[config.mk]
export PLATFORM = sky130hd
export DESIGN_NAME = rdsw_core
export DESIGN_NICKNAME = d
export VERILOG_FILES = /design/src/shared/rdsw_pkg.sv /design/src/core/rdsw_core.sv
export VERILOG_INCLUDE_DIRS = /design/src /design/src/shared
export SDC_FILE = /design/constraint.sdc
export NUM_CORES = 1
export LEC_CHECK = 0
export BUFFER_PORTS_ARGS = -buffer_cell sky130_fd_sc_hd__buf_2
export CAP_MARGIN = 30
export CORE_AREA = 2 2 246 248
export CTS_CLUSTER_DIAMETER = 60
export CTS_CLUSTER_SIZE = 25
export DETAILED_ROUTE_END_ITERATION = 16
export DIE_AREA = 0 0 248 250
export GPL_ROUTABILITY_DRIVEN = 0
export GPL_TIMING_DRIVEN = 0
export PLACE_DENSITY_LB_ADDON = 0.12
export SYNTH_ARGS = -nofsm -noshare
export SYNTH_HDL_FRONTEND = slang
export SYNTH_SLANG_ARGS = --single-unit
[constraint.sdc]
create_clock -name ref_clk -period 27.6 [get_ports ref_clk]
set_input_delay 5.52 -clock ref_clk [delete_from_list [all_inputs] [get_ports ref_clk]]
set_output_delay 5.52 -clock ref_clk [all_outputs]
set_load 0.02 [all_outputs]
[src/shared/rdsw_defines.svh]
// register offsets, descriptor bit positions and reset values of the rx writeback engine
`ifndef RDSW_DEFINES_SVH
`define RDSW_DEFINES_SVH

// ----------------------------------------
// register offsets
// ----------------------------------------
`define RDSW_REG_CTRL 8'h00
`define RDSW_REG_RX_BASE 8'h18
`define RDSW_REG_TX_BASE 8'h20
`define RDSW_REG_INT_STAT 8'h28
`define RDSW_REG_MISSED 8'h40
`define RDSW_REG_CUR_DESC 8'h50
`define RDSW_REG_WD_CSUM 8'h78

// ----------------------------------------
// register fields and reset values
// ----------------------------------------
`define RDSW_CTRL_RUN 0
`define RDSW_CTRL_POLL 1
`define RDSW_INT_WDOG 9
`define RDSW_CSUM_EN 27
`define RDSW_RST_WORD 32'h0000_0000

// ----------------------------------------
// descriptor layout
// ----------------------------------------
`define RDSW_OFS_W1 32'h0000_0004
`define RDSW_OFS_W2 32'h0000_0008
`define RDSW_OFS_W3 32'h0000_000c
`define RDSW_WORD_BYTES 12'h004
`define RDSW_BLEN_HI 10
`define RDSW_BIT_OWN 31
`define RDSW_BIT_UNMATCH 30
`define RDSW_LEN_HI 29
`define RDSW_LEN_LO 16
`define RDSW_BIT_ERRSUM 15
`define RDSW_BIT_TRUNC 14
`define RDSW_BIT_SRC_HI 13
`define RDSW_BIT_SRC_LO 12
`define RDSW_BIT_SHORT 11
`define RDSW_BIT_MCAST 10
`define RDSW_BIT_FIRST 9
`define RDSW_BIT_LAST 8
`define RDSW_BIT_LONG 7
`define RDSW_BIT_LATECOL 6
`define RDSW_BIT_TYPE 5
`define RDSW_BIT_WDOG_TCP 4
`define RDSW_BIT_PHY_UDP 3
`define RDSW_BIT_ALIGN 2
`define RDSW_BIT_CRC 1
`define RDSW_BIT_OVF 0

// ----------------------------------------
// frame length limits
// ----------------------------------------
`define RDSW_MIN_FRAME 14'h0040
`define RDSW_MAX_FRAME 14'h05ee

`endif

[src/shared/rdsw_pkg.sv]
// types shared by the rx descriptor writeback engine
package rdsw_pkg;

  typedef enum logic [9:0] {
    ST_IDLE  = 10'h001,
    ST_RD0   = 10'h002,
    ST_RD1   = 10'h004,
    ST_RD2   = 10'h008,
    ST_RD3   = 10'h010,
    ST_DATA  = 10'h020,
    ST_WR    = 10'h040,
    ST_CLOSE = 10'h080,
    ST_STALL = 10'h100,
    ST_DROP  = 10'h200
  } rdsw_state_t;

  typedef enum logic [2:0] {
    CL_MID   = 3'h1,
    CL_END   = 3'h2,
    CL_TRUNC = 3'h4
  } rdsw_close_t;

  typedef struct packed {
    logic [7:0] addr;
    logic [31:0] wdata;
    logic wr;
    logic rd;
  } rdsw_regreq_t;

  typedef struct packed {
    logic req;
    logic write;
    logic [31:0] addr;
    logic [31:0] wdata;
  } rdsw_memreq_t;

  typedef struct packed {
    logic [13:0] byteCount;
    logic addrUnmatched;
    logic multicastFlag;
    logic lateCollisionSeen;
    logic crcError;
    logic fifoOverflow;
    logic alignmentError;
    logic phyError;
    logic watchdogTimeout;
    logic [1:0] loopSource;
    logic ethType;
    logic ipPkt;
    logic tcpPkt;
    logic udpPkt;
    logic ipCsumFail;
    logic l4CsumFail;
  } rdsw_rxstat_t;

endpackage

[src/core/rdsw_core.sv]
// rx descriptor walker, buffer writer and status writeback engine
//
// Chosen here: the register offsets and the address-and-strobe port.
`timescale 1ns/1ps
`include "rdsw_defines.svh"

module rdsw_core #(
  parameter int BLEN_W = 11,
  parameter int MISS_W = 16
) (
  input wire logic ref_clk,
  input wire logic sys_rst,
  input rdsw_pkg::rdsw_regreq_t regReq,
  output logic [31:0] regRdata,
  output rdsw_pkg::rdsw_memreq_t memOut,
  input wire logic memAck,
  input wire logic [31:0] memRdata,
  input wire logic rxValid,
  input wire logic [31:0] rxData,
  input wire logic rxLast,
  input rdsw_pkg::rdsw_rxstat_t rxStat,
  output logic rxReady,
  output logic [31:0] txListBase
);
  import rdsw_pkg::*;

  // ----------------------------------------
  // parameter checks
  // ----------------------------------------
  if (BLEN_W != `RDSW_BLEN_HI + 1) begin : gBlenCheck
    $error("BLEN_W must match the buffer length field");
  end
  if (MISS_W < 1 || MISS_W > 32) begin : gMissCheck
    $error("MISS_W must be 1 to 32");
  end

  // ----------------------------------------
  // state
  // ----------------------------------------
  typedef struct packed {
    rdsw_state_t state;
    rdsw_state_t retState;
    logic running;
    logic csumEn;
    logic wdogFlag;
    logic [31:0] rxBase;
    logic [31:0] txBase;
    logic [31:0] curDesc;
    logic [31:0] prevDesc;
    logic [31:0] bufAddr;
    logic [31:0] nextPtr;
    logic [BLEN_W-1:0] bufLen;
    logic [11:0] segOff;
    logic [13:0] frameBytes;
    logic inFrame;
    logic curFirst;
    logic prevFirst;
    logic lastWord;
    rdsw_rxstat_t lastStat;
    logic memWrite;
    logic [31:0] memAddr;
    logic [31:0] memWdata;
    logic [MISS_W-1:0] missed;
    logic [31:0] rdData;
  } rdsw_core_regs_t;

  rdsw_core_regs_t r_reg;
  rdsw_core_regs_t r_next;

  // ----------------------------------------
  // descriptor word 0 builder
  // ----------------------------------------
  function automatic logic [31:0] closeWord(input rdsw_close_t kind, input logic first,
                                            input rdsw_rxstat_t st, input logic [13:0] bytes,
                                            input logic csum);
    logic [31:0] w;
    logic isShort;
    logic isLong;
    w = `RDSW_RST_WORD;
    isShort = (st.byteCount < `RDSW_MIN_FRAME) && !st.fifoOverflow;
    isLong = st.byteCount > `RDSW_MAX_FRAME;
    w[`RDSW_BIT_OWN] = 1'b0;
    w[`RDSW_LEN_HI:`RDSW_LEN_LO] = bytes;
    w[`RDSW_BIT_FIRST] = first;
    if (kind == CL_END) begin
      w[`RDSW_LEN_HI:`RDSW_LEN_LO] = st.byteCount;
      w[`RDSW_BIT_LAST] = 1'b1;
      w[`RDSW_BIT_UNMATCH] = st.addrUnmatched;
      w[`RDSW_BIT_MCAST] = st.multicastFlag;
      w[`RDSW_BIT_SHORT] = isShort;
      w[`RDSW_BIT_LONG] = isLong;
      w[`RDSW_BIT_LATECOL] = st.lateCollisionSeen;
      w[`RDSW_BIT_ALIGN] = st.alignmentError;
      w[`RDSW_BIT_CRC] = st.crcError;
      w[`RDSW_BIT_OVF] = st.fifoOverflow;
      w[`RDSW_BIT_ERRSUM] = isShort | isLong | st.lateCollisionSeen | st.crcError |
                            st.fifoOverflow;
      if (csum) begin
        w[`RDSW_BIT_SRC_HI:`RDSW_BIT_SRC_LO] = {st.ipCsumFail, st.l4CsumFail};
        w[`RDSW_BIT_TYPE] = st.ipPkt;
        w[`RDSW_BIT_WDOG_TCP] = st.tcpPkt;
        w[`RDSW_BIT_PHY_UDP] = st.udpPkt;
      end else begin
        w[`RDSW_BIT_SRC_HI:`RDSW_BIT_SRC_LO] = st.loopSource;
        w[`RDSW_BIT_TYPE] = st.ethType;
        w[`RDSW_BIT_WDOG_TCP] = st.watchdogTimeout;
        w[`RDSW_BIT_PHY_UDP] = st.phyError;
      end
    end else if (kind == CL_TRUNC) begin
      w[`RDSW_BIT_LAST] = 1'b1;
      w[`RDSW_BIT_TRUNC] = 1'b1;
      w[`RDSW_BIT_ERRSUM] = 1'b1;
    end
    return w;
  endfunction

  // ----------------------------------------
  // next state
  // ----------------------------------------
  always_comb begin
    logic pollHit;
    logic [11:0] offPlus;
    r_next = r_reg;
    pollHit = 1'b0;
    offPlus = r_reg.segOff + `RDSW_WORD_BYTES;
    r_next.rdData = `RDSW_RST_WORD;
    rxReady = 1'b0;
    if (regReq.rd) begin
      case (regReq.addr)
        `RDSW_REG_CTRL: r_next.rdData[`RDSW_CTRL_RUN] = r_reg.running;
        `RDSW_REG_RX_BASE: r_next.rdData = r_reg.rxBase;
        `RDSW_REG_TX_BASE: r_next.rdData = r_reg.txBase;
        `RDSW_REG_INT_STAT: r_next.rdData[`RDSW_INT_WDOG] = r_reg.wdogFlag;
        `RDSW_REG_MISSED: r_next.rdData[MISS_W-1:0] = r_reg.missed;
        `RDSW_REG_CUR_DESC: r_next.rdData = r_reg.curDesc;
        `RDSW_REG_WD_CSUM: r_next.rdData[`RDSW_CSUM_EN] = r_reg.csumEn;
        default: r_next.rdData = `RDSW_RST_WORD;
      endcase
    end
    if (regReq.wr) begin
      case (regReq.addr)
        `RDSW_REG_CTRL: begin
          r_next.running = regReq.wdata[`RDSW_CTRL_RUN];
          pollHit = regReq.wdata[`RDSW_CTRL_POLL];
          if (regReq.wdata[`RDSW_CTRL_RUN] && !r_reg.running) begin
            r_next.curDesc = r_reg.rxBase;
          end
        end
        `RDSW_REG_RX_BASE: r_next.rxBase = regReq.wdata;
        `RDSW_REG_TX_BASE: r_next.txBase = regReq.wdata;
        `RDSW_REG_INT_STAT: begin
          if (regReq.wdata[`RDSW_INT_WDOG]) begin
            r_next.wdogFlag = 1'b0;
          end
        end
        `RDSW_REG_WD_CSUM: r_next.csumEn = regReq.wdata[`RDSW_CSUM_EN];
        default: r_next.running = r_next.running;
      endcase
    end
    case (r_reg.state)
      ST_IDLE: begin
        if (r_reg.running) begin
          r_next.state = ST_RD0;
          r_next.memAddr = r_reg.curDesc;
          r_next.memWrite = 1'b0;
        end else begin
          rxReady = 1'b1;
          if (rxValid) begin
            r_next.missed = r_reg.missed + 1'b1;
            r_next.state = rxLast ? ST_IDLE : ST_DROP;
          end
        end
      end
      ST_RD0: begin
        if (memAck) begin
          if (memRdata[`RDSW_BIT_OWN]) begin
            if (r_reg.inFrame) begin
              r_next.state = ST_CLOSE;
              r_next.retState = ST_RD1;
              r_next.memAddr = r_reg.prevDesc;
              r_next.memWrite = 1'b1;
              r_next.memWdata = closeWord(CL_MID, r_reg.prevFirst, r_reg.lastStat,
                                          r_reg.frameBytes, r_reg.csumEn);
            end else begin
              r_next.state = ST_RD1;
              r_next.memAddr = r_reg.curDesc + `RDSW_OFS_W1;
            end
          end else if (r_reg.inFrame) begin
            r_next.state = ST_CLOSE;
            r_next.retState = ST_DROP;
            r_next.inFrame = 1'b0;
            r_next.frameBytes = 14'h0000;
            r_next.memAddr = r_reg.prevDesc;
            r_next.memWrite = 1'b1;
            r_next.memWdata = closeWord(CL_TRUNC, r_reg.prevFirst, r_reg.lastStat,
                                        r_reg.frameBytes, r_reg.csumEn);
          end else begin
            r_next.state = ST_STALL;
          end
        end
      end
      ST_RD1: begin
        if (memAck) begin
          r_next.bufLen = memRdata[`RDSW_BLEN_HI:0];
          r_next.state = ST_RD2;
          r_next.memAddr = r_reg.curDesc + `RDSW_OFS_W2;
        end
      end
      ST_RD2: begin
        if (memAck) begin
          r_next.bufAddr = memRdata;
          r_next.state = ST_RD3;
          r_next.memAddr = r_reg.curDesc + `RDSW_OFS_W3;
        end
      end
      ST_RD3: begin
        if (memAck) begin
          r_next.nextPtr = memRdata;
          r_next.segOff = 12'h000;
          r_next.curFirst = !r_reg.inFrame;
          r_next.state = ST_DATA;
        end
      end
      ST_DATA: begin
        if (!r_reg.running && !r_reg.inFrame) begin
          r_next.state = ST_IDLE;
        end else begin
          rxReady = 1'b1;
          if (rxValid) begin
            r_next.state = ST_WR;
            r_next.memAddr = r_reg.bufAddr + {20'h00000, r_reg.segOff};
            r_next.memWdata = rxData;
            r_next.memWrite = 1'b1;
            r_next.lastWord = rxLast;
            r_next.lastStat = rxStat;
            r_next.inFrame = 1'b1;
          end
        end
      end
      ST_WR: begin
        if (memAck) begin
          r_next.segOff = offPlus;
          r_next.frameBytes = 14'(r_reg.frameBytes + `RDSW_WORD_BYTES);
          if (r_reg.lastWord) begin
            r_next.state = ST_CLOSE;
            r_next.retState = ST_IDLE;
            r_next.memAddr = r_reg.curDesc;
            r_next.memWdata = closeWord(CL_END, r_reg.curFirst, r_reg.lastStat,
                                        r_reg.frameBytes, r_reg.csumEn);
            r_next.curDesc = r_reg.nextPtr;
            r_next.inFrame = 1'b0;
            r_next.frameBytes = 14'h0000;
            if (!r_reg.csumEn && r_reg.lastStat.watchdogTimeout) begin
              r_next.wdogFlag = 1'b1;
            end
          end else if (offPlus >= {1'b0, r_reg.bufLen}) begin
            r_next.state = ST_RD0;
            r_next.prevDesc = r_reg.curDesc;
            r_next.prevFirst = r_reg.curFirst;
            r_next.curDesc = r_reg.nextPtr;
            r_next.memAddr = r_reg.nextPtr;
            r_next.memWrite = 1'b0;
          end else begin
            r_next.state = ST_DATA;
          end
        end
      end
      ST_CLOSE: begin
        if (memAck) begin
          r_next.state = r_reg.retState;
          r_next.memWrite = 1'b0;
          r_next.memAddr = r_reg.curDesc + `RDSW_OFS_W1;
        end
      end
      ST_STALL: begin
        rxReady = 1'b1;
        if (rxValid) begin
          r_next.missed = r_reg.missed + 1'b1;
          r_next.state = rxLast ? ST_IDLE : ST_DROP;
        end else if (pollHit || !r_reg.running) begin
          r_next.state = ST_IDLE;
        end
      end
      ST_DROP: begin
        rxReady = 1'b1;
        if (rxValid && rxLast) begin
          r_next.state = ST_IDLE;
        end
      end
      default: r_next.state = ST_IDLE;
    endcase
  end

  // ----------------------------------------
  // state register
  // ----------------------------------------
  always_ff @(posedge ref_clk or posedge sys_rst) begin
    if (sys_rst) begin
      r_reg <= '0;
      r_reg.state <= ST_IDLE;
      r_reg.retState <= ST_IDLE;
    end else begin
      r_reg <= r_next;
    end
  end

  // ----------------------------------------
  // outputs
  // ----------------------------------------
  assign regRdata = r_reg.rdData;
  assign txListBase = r_reg.txBase;
  assign memOut.req = (r_reg.state == ST_RD0) || (r_reg.state == ST_RD1) ||
                      (r_reg.state == ST_RD2) || (r_reg.state == ST_RD3) ||
                      (r_reg.state == ST_WR) || (r_reg.state == ST_CLOSE);
  assign memOut.write = r_reg.memWrite;
  assign memOut.addr = r_reg.memAddr;
  assign memOut.wdata = r_reg.memWdata;
endmodule

==> Yosys cells after proc, flatten, opt, wreduce, memory -nomap -nowiden <==
Index checks and enable logic that the tools add are counted.
{ "totals": {"memories": 0, "input_bits": 141, "register_bits": 399, "rom_bits": 0, "latchBits": 0, "out_inout_bits": 131, "ram_bits": 0} }
{ "op_classes": {"bitwise_logic": 6, "addsub": 7, "reduce_logical": 41, "magnitude_cmp": 3, "n_div": 0, "shifts": 0, "n_eq_ne": 37, "n_mul": 0, "mux": 89} }
{ "op_table": {"columns": ["op", "count"], "rows": [
  ["$mux W32", 13],
  ["$mux W65", 6],
  ["$pmux W32 S7", 1],
  ["$mux W64", 3],
  ["$mux W10", 15],
  ["$pmux W10 S10", 1],
  ["$mux W33", 3],
  ["$mux W97", 1],
  ["$pmux W32 S3", 1],
  ["$add A32 B4 Y32 const B", 2],
  ["$mux W15", 4],
  ["$mux W20", 3],
  ["$pmux W11 S3", 1],
  ["$add A32 B12 Y32", 1],
  ["$add A32 B3 Y32 const B", 1],
  ["$mux W16", 2],
  ["$ne A2 B2 Y1 const B", 16],
  ["$pmux W16 S2", 1],
  ["$pmux W8 S4", 1],
  ["$pmux W14 S2", 1],
  ["$mux W27", 1],
  ["$eq A8 B7 Y1 const B", 3],
  ["$pmux W12 S2", 1],
  ["$pmux W6 S4", 1],
  ["other kinds (49)", 100]
]} }

==> Depth between registers and ports, before layout <==
{ "logic_depth": {"depth_word": 9, "depth_mapped": 13, "ltp_nobuf": 11} }

==> Worst setup path before layout <==
No wires, ideal clock.
{ "synth_path": {"kind": "in2reg", "startpoint": "in regReq[35] (netlist name)", "endpoint": "reg r_reg[113] (netlist name)", "setup_ns": 0.125, "cell_stages": 8, "arrival_time_ns": 7.401, "slack_ns": 20.074, "cell_sequence": "nor4_1 > nand4b_1 > o211ai_1 > o21a_1 > o221ai_2 > nor3_2 > buf_2 > mux2_2"} }
{ "synth_lines": {"columns": ["item", "line", "rtl"], "rows": [
  ["from (decl)", "rdsw_core.sv:13", "input rdsw_pkg::rdsw_regreq_t regReq,"],
  ["to (signal assigned)", "rdsw_core.sv:303", "r_reg <= r_next;"],
  ["to (decl)", "rdsw_core.sv:67", "rdsw_core_regs_t r_reg;"]
]} }

==> Worst setup path after layout <==
{ "layout_path": {"startpoint": "in memRdata[31]", "endpoint": "reg r_reg, in the netlist memOut[41]"} }
{ "layout_between": {"elab_chain_cells": 3, "word_cells_on_any_way": 5, "classes_between": "eq/ne: 1; mux: 3; reduce/logical: 1"} }
{ "layout_lines": {"columns": ["item", "line", "rtl"], "rows": [
  ["from (decl)", "rdsw_core.sv:17", "input wire logic [31:0] memRdata,"],
  ["$mux W65", "rdsw_core.sv:176", "if (memRdata[`RDSW_BIT_OWN]) begin"],
  ["$mux W65", "rdsw_core.sv:175", "if (memAck) begin"],
  ["$pmux W32 S7", "rdsw_core.sv:160", "case (r_reg.state)"]
]} }
Parallel ways exist; a longest one is shown, timed or not. The select of a mux whose other input is x is not followed.
A chain may end at the register's enable or synchronous reset.

==> impl_metrics.tcl <==
set metrics [dict create \
    tightest_slew_ns 1.04 \
    cts_tree "built" \
    fin_crit_sh_pct 32.7 \
    multi_input_area_mm2 0.00980 \
    skew_ns 0.0293 \
    yosysMostFrequentCell "dfrtp_1" \
    ys_async_sr_fraction_pct 100 \
    hold_class "reg -> reg" \
    clk_pin_slew_ns 0.08 \
    dp.final_hpwl_mm 58.0 \
    rows 90 \
    first_iter_violations 1883 \
    synthDistinctLibCells 82 \
    netlist_instances 2117 \
    die_y_um 250 \
    rrSetupSlack_ns 23.47 \
    report.final.setup_viol 0 \
    leakage_nw 11.9 \
    crit_fanout 10 \
    crit_type "in -> reg" \
    design.core.area_mm2 0.0596 \
    first_pass_iters 7 \
    grt_max_degree 131 \
    via_count 18100 \
    arrival_ns 9.44 \
    cts_root_buffer "clkbuf_16" \
    largest_reg_flops 259 \
    fin_setup_tns_ns 0 \
    cp.required_ns 28.02 \
    cp_top_family "buffers and inverters" \
    fin_hold_ws_ns 0.480 \
    hold_end "r_reg[47]$_DFFE_PP0P_" \
    status "complete, no violations" \
    synth_top_area_cell "dfrtp_1" \
    vias_per_cell 5.58 \
    dpl_cell_area_mm2 0.0236 \
    cpPeakStageDelay_ns 0.68 \
    drv_slew 0 \
    synth_nets 2285 \
    die_area_mm2 0.0620 \
    cts_resized 0 \
    endpoint_kind "register" \
    powerDensity_mw_per_mm2 51.9 \
    grt-ovfl-total 0 \
    numCtsBuffers 38 \
    timing.fmax_mhz 111 \
    relSlewSlack_pct 30.4 \
    finalHoldViolCount 0 \
    register_area_mm2 0.00971 \
    port_buffers 271 \
    wl_mm 76.0 \
    gr-usage-met3_pct 3.82 \
    clock_sinks 388 \
    fin_crit_ns 9.02 \
    holdPathStages 1 \
    clock_latency_ns 0.58 \
    grtUsageTotal_pct 24.3 \
    yosysSeqAreaShare_pct 46.0 \
    critPathBufInv 4 \
    peakVddDrop_uv 36.6 \
    synth_top_area_share_pct 45.7 \
    cts_hold_buffers 0 \
    antenna_cells 0 \
    cts_buffer_depth 3 \
    final.fill_count 5911 \
    synth-edff-count 0 \
    crit_path_start_kind "input port" \
    yosys_warnings 0 \
    rsz0062_at_grt "no" \
    place_inst 3179 \
    antenna_found_initial 1 \
    synth_area_mm2 0.0211 \
    synth_common_cells "386 x dfrtp_1, 194 x mux2_2, 185 x nand2_1" \
    grt_pass1_vias 18100 \
    crit_chain "buf_2, clkbuf_1, nor2b_1, clkbuf_1, nor2_1, clkbuf_1, a221oi_1, o221ai_1, a211oi_1, o21ai_0" \
    busiest_layer "met2" \
    r2r_cells 8 \
    ios 272 \
    reg2reg_from "r_reg[392]$_DFFE_PP0P_" \
    r2r_end "memOut[45]$_DFFE_PP0P_" \
    yosys-top-cells-area "dfrtp_1 46%, mux2_2 10%, buf_4 4.6%" \
    postCtsSetupBuffers 0 \
    drc 0 \
    use_met1_pct 32.9 \
    fin_nets 2606 \
    wl_per_cell_um 23.4 \
    grt_first_pass_wirelength_mm 114 \
    area_growth_pct 18.2 \
    drv_cap 0 \
    initial_core_util_pct 35.5 \
    die_w_um 248 \
    ys_seq_elements 388 \
    layout-drive-gt1-share_pct 29.1 \
    slowest_stage "clkbuf_1" \
    finalInstanceArea_mm2 0.0250 \
    synth.avg_cell_area_um2 9.98 \
    antenna_left 0 \
    grt_use_met2_pct 39.5 \
    min-delay-start "r_reg[47]$_DFFE_PP0P_" \
    fin_cells 3247 \
    htreeDepth 2 \
    crit_top_cell "clkbuf_1" \
    synthFlopType "dfrtp_1" \
]
kinds of logic (layout without fill, tap and decap cells):
group	after synthesis	after routing	share of synthesized area, %
AOI/OAI and AO/OA	525	525	16.5
xor gates and xnor gates	68	68	2.82
adders and majority gates	27	27	1.60
buffers and inverters	297	645	7.70
DFF	388	388	46.0
muxes	236	236	12.3
other	1	1	0.0177
and+or+nand+nor	575	575	13.1
layer usage:
layer / routed length, µm / vias to the layer above
li1: - / 8224
met1: 32300 / 9139
met2: 36300 / 658
met3: 4930 / 110
met4: 2510 / 2
met5: 8 / -
area by class of cell:
| class | instances | area share (%) |
|---|---|---|
| multi-input cells | 1432 | 39.2 |
| flip-flops and latches | 388 | 38.9 |
| plain buffers | 267 | 6.07 |
| repair buffers | 281 | 5.97 |
| clock buffers | 44 | 4.10 |
| well taps | 782 | 3.92 |
| clock inverters | 23 | 1.36 |
| inverters | 30 | 0.481 |
power by group:
group | leakage, nW | internal [mW] | switching, mW
Combinational | 5.92 | 0.0431 | 0.0741
Clock | 0.666 | 0.330 | 0.249
Sequential | 5.33 | 0.583 | 0.0170
worst max path at each step:
| stage | start | endpoint | slack, ns | depth (start not counted) |
|---|---|---|---|---|
| after floorplan | sys_rst | memOut[0]$_DFFE_PP0P_ | 11.30 | 1 |
| after global placement | sys_rst | regRdata[24]$_DFF_PP0_ | 6.36 | 2 |
| after detailed placement | memRdata[31] | memOut[41]$_DFFE_PP0P_ | 18.19 | 10 |
| after CTS | memRdata[31] | memOut[41]$_DFFE_PP0P_ | 18.78 | 10 |
| after global routing | memRdata[31] | memOut[41]$_DFFE_PP0P_ | 18.57 | 10 |
| final | memRdata[31] | memOut[41]$_DFFE_PP0P_ | 18.58 | 10 |
layout by cell type, fill, tap and decap left out, drive strengths merged, types with 30 or more instances in the layout:
master and n:
a21oi 139, a222oi 33, a22o 33, buf 446, clkbuf 146, dfrtp 386, inv 39, mux2 194
mux2i 42, nand2 185, nand3 45, nand4 30, nor2 168, nor3 36, o21ai 134, xnor2 36
xor2 32
metrics by stage:
stage	utilization, %	power [mW]	setup WS (ns)
after CTS	41.9	1.31	18.78
after floorplan	-	0.678	11.30
final	41.9	1.30	18.58
after global routing	41.9	1.35	18.57
after global placement	39.4	0.724	6.36
after detailed placement	39.6	0.728	18.19
(Power assumes the default switching activity.)
